===== config.mk =====
export PLATFORM = sky130hd
export DESIGN_NAME = gils_top
export DESIGN_NICKNAME = d
export VERILOG_FILES = /design/src/inc/gils_pkg.sv /design/src/rtl/gils_level_filter.sv /design/src/rtl/gils_led_lookup.sv /design/src/rtl/gils_top.sv
export VERILOG_INCLUDE_DIRS = /design/src /design/src/inc
export SDC_FILE = /design/constraint.sdc
export NUM_CORES = 1
export LEC_CHECK = 0
export BUFFER_PORTS_ARGS = -buffer_cell sky130_fd_sc_hd__buf_4
export CAP_MARGIN = 40
export CORE_UTILIZATION = 51
export CTS_BUF_LIST = sky130_fd_sc_hd__clkbuf_8
export DETAILED_ROUTE_END_ITERATION = 8
export PLACE_DENSITY = 0.83
export SLEW_MARGIN = 30
export SYNTH_ARGS = -nofsm -noshare
export SYNTH_HDL_FRONTEND = slang
export SYNTH_SLANG_ARGS = --single-unit

===== constraint.sdc =====
create_clock -name clock -period 6.13 [get_ports clock]
set_input_delay 0.3065 -clock clock [delete_from_list [all_inputs] [get_ports clock]]
set_output_delay 0.3065 -clock clock [all_outputs]
set_load 0.05 [all_outputs]

===== src/inc/gils_map.svh =====
// Register offsets, field positions, reset values and timing counts
`ifndef GILS_MAP_SVH
`define GILS_MAP_SVH
// ==========================================================
// Register offsets (byte addresses)
`define GILS_OFS_INDICATOR_PIN_CONFIG 12'h1BC
`define GILS_OFS_PIN_INT_STATUS_ENABLE 12'h1E8
`define GILS_OFS_SYSTEM_INT_STATUS 12'h1F0
`define GILS_OFS_SYSTEM_INT_ENABLE 12'h1F4
`define GILS_OFS_LOADER_OVERRIDE 12'h1F8
// ==========================================================
// Field positions
`define GILS_PIN_STATUS_LSB 0
`define GILS_PIN_ENABLE_LSB 16
`define GILS_SUMMARY_BIT 12
`define GILS_IND_ENABLE_LSB 0
`define GILS_IND_FUNCTION_LSB 8
`define GILS_LOADER_FUNCTION_VALID_BIT 31
`define GILS_LOADER_ENABLE_VALID_BIT 30
// ==========================================================
// Reset values
`define GILS_RESET_PIN_STATUS 12'h000
`define GILS_RESET_PIN_ENABLE 12'h000
`define GILS_RESET_SYS_ENABLE 1'h0
// ==========================================================
// Timing: least time a pin interrupt level must stand
`define GILS_PIN_HOLD_NS 40
`define GILS_CLOCK_NS 10
`define GILS_PIN_HOLD_CYCLES \
    ((`GILS_PIN_HOLD_NS + `GILS_CLOCK_NS - 1) / `GILS_CLOCK_NS)
`endif


===== src/inc/gils_pkg.sv =====
// Types shared by the pin interrupt and indicator select block
package gils_pkg;
    // ==========================================================
    // Register bus request
    typedef struct packed {
        logic [11:0] address;
        logic [31:0] write_data;
        logic write;
        logic read;
    } gils_bus_t;
    // ==========================================================
    // Indicator source signals per pin
    typedef struct packed {
        logic [7:0] link;
        logic [7:0] activity;
        logic [7:0] speed;
    } gils_led_src_t;
    // Strap sampling states
    typedef enum logic [1:0] {
        gils_strap_wait,
        gils_strap_take,
        gils_strap_done
    } gils_strap_state_t;
endpackage : gils_pkg


===== src/rtl/gils_level_filter.sv =====
// Synchroniser and minimum-width filter for one pin interrupt level
`timescale 1ns/1ns
module gils_level_filter #(
    parameter int unsigned hold_cycles = 4
) (
    input wire logic clock, // System clock
    input wire logic reset, // Asynchronous reset, active high
    input wire logic pin, // Raw pin level
    output logic level // Filtered level
);
    typedef struct packed {
        logic [2:0] sync;
        logic [7:0] count;
        logic level;
    } gils_filter_state_t;
    gils_filter_state_t state;
    gils_filter_state_t next_state;
    // ==========================================================
    // Qualify a level only once it has held past the least time
    always_comb begin
        next_state = state;
        next_state.sync = {state.sync[1:0], pin};
        if (state.sync[2] != state.sync[1]) begin
            next_state.count = 8'h00;
        end else if (state.sync[2] == state.level) begin
            next_state.count = 8'h00;
        end else if (state.count >= 8'(hold_cycles - 1)) begin
            next_state.level = state.sync[2];
            next_state.count = 8'h00;
        end else begin
            next_state.count = state.count + 8'h01;
        end
    end
    always_ff @(posedge clock or posedge reset) begin
        if (reset) begin
            state <= '0;
        end else begin
            state <= next_state;
        end
    end
    assign level = state.level;
endmodule : gils_level_filter


===== src/rtl/gils_led_lookup.sv =====
// Per-pin indicator function lookup
`timescale 1ns/1ns
module gils_led_lookup #(
    parameter logic [7:0] code0_sel = 8'h00, // Per pin: 0 link, 1 act
    parameter logic [7:0] code1_sel = 8'hFF,
    parameter logic [7:0] code2_sel = 8'h55,
    parameter logic [7:0] code3_sel = 8'hAA,
    parameter logic [7:0] speed_mask = 8'h00 // Pins that show speed
) (
    input wire logic clock, // System clock
    input wire logic reset, // Asynchronous reset, active high
    input wire logic [1:0] function_select, // Indicator function code
    input wire gils_pkg::gils_led_src_t source, // Link/activity/speed
    output logic [7:0] indicator // Indicator level per pin
);
    logic [7:0] state;
    logic [7:0] next_state;
    logic [7:0] sel;
    // ==========================================================
    // Configurable table from code to source per pin
    always_comb begin
        case (function_select)
            2'h0: sel = code0_sel;
            2'h1: sel = code1_sel;
            2'h2: sel = code2_sel;
            2'h3: sel = code3_sel;
            default: sel = code0_sel;
        endcase
    end
    for (genvar i = 0; i < 8; i++) begin : g_pin
        always_comb begin
            if (speed_mask[i]) begin
                next_state[i] = source.speed[i];
            end else if (sel[i]) begin
                next_state[i] = source.activity[i];
            end else begin
                next_state[i] = source.link[i];
            end
        end
    end
    always_ff @(posedge clock or posedge reset) begin
        if (reset) begin
            state <= 8'h00;
        end else begin
            state <= next_state;
        end
    end
    assign indicator = state;
endmodule : gils_led_lookup


===== src/rtl/gils_top.sv =====
// Pin interrupt status/enable and indicator pin selection
// Overview of operation
// - Writing one to a pin status bit clears it; zero leaves it alone.
// - Enabled pin status bits OR into summary bit 12 of system status.
// - Enable bits 27:16 gate each pin's interrupt and reset to zero.
// - Pin status bits set from the pin condition regardless of enable.
// - The interrupt output needs both pin enable and system enable 12.
// - Status bits 11:0 hold the pin interrupt state and reset to zero.
// - Pin inputs are levels recognised only after standing over 40 ns.
// - Indicator enable bit 0 makes a pin general purpose, 1 indicator.
// - Function bits 9:8 pick indicator roles for enabled pins only.
// - Indicator field defaults come from straps latched after reset.
// - The memory loader may replace latched strap defaults later.
//
// The strobed register port was decided locally.
`timescale 1ns/1ns
`include "gils_map.svh"
module gils_top #(
    parameter int unsigned pin_count = 12,
    parameter int unsigned led_count = 8
) (
    input wire logic clock, // System clock, 100 MHz
    input wire logic reset, // Asynchronous reset, active high
    input wire logic [11:0] address, // Register byte address
    input wire logic [31:0] write_data, // Register write data
    input wire logic write, // Write strobe
    input wire logic read, // Read strobe
    output logic [31:0] read_data, // Read data, cycle after strobe
    input wire logic [11:0] pin_interrupt, // Pin interrupt levels
    input wire logic [1:0] indicator_function_strap, // Function strap
    input wire logic [7:0] indicator_enable_strap, // Enable strap
    input wire logic loader_write, // Memory loader override strobe
    input wire logic [1:0] loader_function, // Loader function value
    input wire logic [7:0] loader_enable, // Loader enable value
    input wire gils_pkg::gils_led_src_t led_source, // Indicator sources
    input wire logic [7:0] gpio_out, // General purpose drive per pin
    output logic [7:0] pin_out, // Pin 7:0 output level
    output logic [7:0] indicator_pin_enable, // Pin is an indicator
    output logic interrupt // System interrupt, level, high
);
    typedef struct packed {
        logic [11:0] pin_status;
        logic [11:0] pin_enable;
        logic sys_enable;
        logic [1:0] indicator_function_select;
        logic [7:0] indicator_pin_enable;
        gils_pkg::gils_strap_state_t strap;
        logic [31:0] read_data;
    } gils_top_state_t;
    gils_top_state_t state;
    gils_top_state_t next_state;
    gils_pkg::gils_bus_t bus;
    logic [11:0] pin_level;
    logic [7:0] indicator;
    logic summary;
    logic hit_pin;
    logic hit_led;
    logic hit_sys_status;
    logic hit_sys_enable;
    // ==========================================================
    // Bus request bundle
    assign bus.address = address;
    assign bus.write_data = write_data;
    assign bus.write = write;
    assign bus.read = read;
    assign hit_pin = bus.address == `GILS_OFS_PIN_INT_STATUS_ENABLE;
    assign hit_led = bus.address == `GILS_OFS_INDICATOR_PIN_CONFIG;
    assign hit_sys_status = bus.address == `GILS_OFS_SYSTEM_INT_STATUS;
    assign hit_sys_enable = bus.address == `GILS_OFS_SYSTEM_INT_ENABLE;
    // ==========================================================
    // Pin input filters, one per pin
    for (genvar i = 0; i < pin_count; i++) begin : g_filter
        gils_level_filter #(
            .hold_cycles(`GILS_PIN_HOLD_CYCLES)
        ) u_filter (
            .clock(clock),
            .reset(reset),
            .pin(pin_interrupt[i]),
            .level(pin_level[i])
        );
    end
    // ==========================================================
    // Indicator function lookup
    gils_led_lookup u_lookup (
        .clock(clock),
        .reset(reset),
        .function_select(state.indicator_function_select),
        .source(led_source),
        .indicator(indicator)
    );
    // Summary of enabled pin events
    assign summary = |(state.pin_status & state.pin_enable);
    // ==========================================================
    // Next state: straps, register writes, status capture, reads
    always_comb begin
        next_state = state;
        next_state.read_data = 32'h0000_0000;
        // Strap capture one cycle after reset release
        case (state.strap)
            gils_pkg::gils_strap_wait: begin
                next_state.strap = gils_pkg::gils_strap_take;
            end
            gils_pkg::gils_strap_take: begin
                next_state.indicator_function_select =
                    indicator_function_strap;
                next_state.indicator_pin_enable =
                    indicator_enable_strap;
                next_state.strap = gils_pkg::gils_strap_done;
            end
            gils_pkg::gils_strap_done: begin
                if (loader_write) begin
                    next_state.indicator_function_select =
                        loader_function;
                    next_state.indicator_pin_enable = loader_enable;
                end
            end
            default: begin
                next_state.strap = gils_pkg::gils_strap_wait;
            end
        endcase
        // Register writes
        if (bus.write && hit_pin) begin
            next_state.pin_enable =
                bus.write_data[`GILS_PIN_ENABLE_LSB +: 12];
            next_state.pin_status = state.pin_status &
                ~bus.write_data[`GILS_PIN_STATUS_LSB +: 12];
        end
        if (bus.write && hit_sys_enable) begin
            next_state.sys_enable = bus.write_data[`GILS_SUMMARY_BIT];
        end
        if (bus.write && hit_led) begin
            next_state.indicator_function_select =
                bus.write_data[`GILS_IND_FUNCTION_LSB +: 2];
            next_state.indicator_pin_enable =
                bus.write_data[`GILS_IND_ENABLE_LSB +: 8];
        end
        // Set wins over a clear in the same cycle
        next_state.pin_status = next_state.pin_status | pin_level;
        // Read mux, reserved bits zero
        if (bus.read) begin
            if (hit_pin) begin
                next_state.read_data[`GILS_PIN_STATUS_LSB +: 12] =
                    state.pin_status;
                next_state.read_data[`GILS_PIN_ENABLE_LSB +: 12] =
                    state.pin_enable;
            end else if (hit_led) begin
                next_state.read_data[`GILS_IND_FUNCTION_LSB +: 2] =
                    state.indicator_function_select;
                next_state.read_data[`GILS_IND_ENABLE_LSB +: 8] =
                    state.indicator_pin_enable;
            end else if (hit_sys_status) begin
                next_state.read_data[`GILS_SUMMARY_BIT] = summary;
            end else if (hit_sys_enable) begin
                next_state.read_data[`GILS_SUMMARY_BIT] = state.sys_enable;
            end
        end
    end
    // ==========================================================
    // State register
    always_ff @(posedge clock or posedge reset) begin
        if (reset) begin
            state.pin_status <= `GILS_RESET_PIN_STATUS;
            state.pin_enable <= `GILS_RESET_PIN_ENABLE;
            state.sys_enable <= `GILS_RESET_SYS_ENABLE;
            state.indicator_function_select <= 2'h0;
            state.indicator_pin_enable <= 8'h00;
            state.strap <= gils_pkg::gils_strap_wait;
            state.read_data <= 32'h0000_0000;
        end else begin
            state <= next_state;
        end
    end
    // ==========================================================
    // Outputs
    assign read_data = state.read_data;
    assign interrupt = summary & state.sys_enable;
    assign indicator_pin_enable = state.indicator_pin_enable;
    for (genvar i = 0; i < led_count; i++) begin : g_pin_mux
        // Function applies only where the pin is an indicator
        assign pin_out[i] = state.indicator_pin_enable[i] ?
            indicator[i] : gpio_out[i];
    end
endmodule : gils_top


==> flow_summary.yaml <==
synthesis:
  yosysUniqueCellTypes: 41
  yosys_warnings: 0
  synth_area_mm2: 0.00795
  ys_seq_area_share_pct: 67.3
  async_reset_ff_share_pct: 100
  synth_edf_count: 0
  synth_ff_type: "dfrtp_1"
  ys_ff_latch: 214
  avgSynthCellArea_um2: 13.4
  netlist_instances: 595
placement:
  dp_slack_ns: 3.95
  dpl.hpwl_mm: 10.9
  gp_congestion: 0.752
  placed_area_mm2: 0.00926
  portBuffers: 139
floorplan:
  io_pins: 162
  rows: 45
  start_util_pct: 52.3
  dieArea_mm2: 0.0161
  die-width_um: 127
  die_h_um: 127
  core_area_mm2: 0.0152
timing:
  max_freq_ghz: 0.445
  setup_violations: 0
  worst_slack_ns: 3.88
  timing.final.crit_share_pct: 36.7
  worst_slew_pin_slew_ns: 0.688
  maxSlewHeadroom_pct: 54.1
  tns_ns: 0
  fin_worst_skew_ns: 0.0189
  hold_slack_ns: 0.0358
  hold_viol: 0
  rsz0062_at_grt: "no"
  final.min_clock_period_ns: 2.25
  finalMaxSlewViolations: 0
routing:
  drc: 0
  drt_first_pass_iters: 4
  num_vias: 5072
  ant_nets: 0
  routed_wl_mm: 15.8
  viasPerCell: 4.86
  routedWlPerCell_um: 15.1
  first_iter_violations: 182
clocking:
  hold_buffers: 25
  clockBufferDepth: 3
  clk_latency_ns: 0.51
  postCtsResizedCells: 0
  root_buffer: "clkbuf_8"
  cts_tree: "built"
  path_clk_slew_ns: 0.06
  post-cts-setup-buffer-count: 0
  cts_max_level: 2
  clock-sinks: 214
  cts_buffers: 35
global_route:
  grt_overflow_total: 0
  grt_pass1_vias: 5235
  grt_util_all_layers_pct: 20.7
  antenna_found_initial: 0
  grt_max_degree: 117
  grt_pass1_wl_mm: 25.2
critical_path:
  crit_required_ns: 5.82
  crit_type: "reg2out"
  end_kind: "output pin"
  r2r_cells: 4
  cp_max_fo: 3
  worstSetupStartpointType: "flip-flop"
  arrival_ns: 1.94
power_and_ir_drop:
  p_per_area_mw_per_mm2: 289
  vdd_drop_max_uv: 218
  total_leakage_power_nw: 5.01
finish:
  n_antenna_cell: 0
  fin_area_mm2: 0.0102
  drive_gt1_share_pct: 29.0
  syn_to_final_growth_pct: 28.4
  fill_cells: 1110
  utilization_pct: 67.2
  nets: 959
min_path:
  hold_path_class: "in2reg"
  hold_depth: 2
job:
  maxCapViolCount: 0
outcome:
  status: "finished, final reports clean"
final cells by class:
class | instances | area (um2) | share of cell area, %
multi-input cells | 387 | 2450 | 24.0
repair buffers | 171 | 1400 | 13.7
inverters | 23 | 90.1 | 0.882
clock inverters | 17 | 73.8 | 0.723
flip-flops and latches | 214 | 5360 | 52.4
well taps | 188 | 235 | 2.30
clock buffers | 44 | 606 | 5.93
cell families (layout without fill, tap and decap cells):
logic type / Yosys count / after routing / share of synthesized area [%]
fa+ha+maj: 14 / 14 / 2.20
other cells: 1 / 79 / 0.0472
xor+xnor: 1 / 1 / 0.110
flops: 214 / 214 / 67.3
compound gates: 75 / 75 / 6.06
mux: 59 / 59 / 8.67
buf+inv: 72 / 255 / 5.49
simple gates: 159 / 159 / 10.1
cells in the mapped netlist, drive strengths merged (2+ instances only):
| master | number | area share, % |
|---|---|---|
| nand2 | 42 | 2.0 |
| nand3 | 5 | 0.31 |
| mux2 | 49 | 7.4 |
| dfrtp | 214 | 67 |
| o21ai | 33 | 2.1 |
| ha | 14 | 2.2 |
| a22o | 11 | 1.2 |
| a21o | 2 | 0.19 |
| o211ai | 11 | 1.0 |
| nor2 | 49 | 2.3 |
| a22oi | 4 | 0.38 |
| a31oi | 10 | 0.79 |
| mux2i | 10 | 1.3 |
| nor2b | 2 | 0.16 |
| and2 | 14 | 1.1 |
| nor3b | 2 | 0.19 |
| or4 | 11 | 1.0 |
| nor3 | 13 | 0.82 |
| inv | 23 | 1.1 |
| buf | 46 | 4.3 |
| clkbuf | 3 | 0.14 |
| nor4 | 12 | 0.94 |
critical path: stages (launching register included):
cell,delay [ns]
dfrtp_1,0.40
a22o_1,0.23
a221oi_1,0.25
nand3_1,0.18
o21a_1,0.20
buf_4,0.18
flip-flops by register name, indices dropped and copies added, names as in the netlist:
register	flops
g_filter.u_filter.state	108
u_lookup.indicator	8
g_filter.u_filter.next_state	24
g_filter.u_filter.level	12
read_data	25
state	29
indicator_pin_enable	8
routing by layer:
layer | global-route usage (%) | up-vias | share of wire (%)
met1 | 24.8 | 2455 | 40
li1 | - | 2410 | -
met5 | 0 | - | 0
met4 | 7.98 | 0 | 2.0
met3 | 4.72 | 27 | 6.5
met2 | 36.4 | 180 | 52
where the power goes:
part | switching, mW | internal, mW | leakage [nW]
sequential | 0.0403 | 1.47 | 2.60
clock | 0.522 | 0.645 | 0.400
combinational | 0.147 | 0.121 | 2.01
total | 0.709 | 2.24 | 5.01
cells in the final DEF, fill, tap and decap left out, types with 11 or more instances in the layout:
| cell | instances |
|---|---|
| conb_1 | 79 |
| a22o_1 | 11 |
| buf_4 | 141 |
| nand2_1 | 41 |
| dlygate4sd3_1 | 25 |
| and2_1 | 14 |
| mux2_2 | 39 |
| ha_1 | 14 |
| o21ai_0 | 33 |
| or4_1 | 11 |
| nor4_1 | 12 |
| clkbuf_8 | 44 |
| o211ai_1 | 11 |
| nor3_1 | 13 |
| inv_1 | 36 |
| dfrtp_1 | 214 |
| nor2_1 | 48 |
worst paths after layout:
path,from,to,slack [ns]
worst min register to register,g_filter[3].u_filter.next_state[10],g_filter[3].u_filter.next_state[11],0.34
min in group asynchronous,reset,g_filter[11].u_filter.state[5],0.55
worst max-delay path,state[62],interrupt,3.88
max in group asynchronous,reset,g_filter[6].u_filter.state[6],4.70
worst min-delay path,led_source[11],u_lookup.indicator[3],0.04
worst max register to register,state[43],u_lookup.indicator[0],4.07
metrics by stage:
step | power, mW | instances
5_1_grt | 3.09 | 1044
4_1_cts | 2.99 | 1042
3_5_place_dp | 1.79 | 956
6_report | 2.95 | 1044
3_3_place_gp | 1.78 | 953
2_1_floorplan | 1.69 | 673
(Power assumes the default switching activity.)
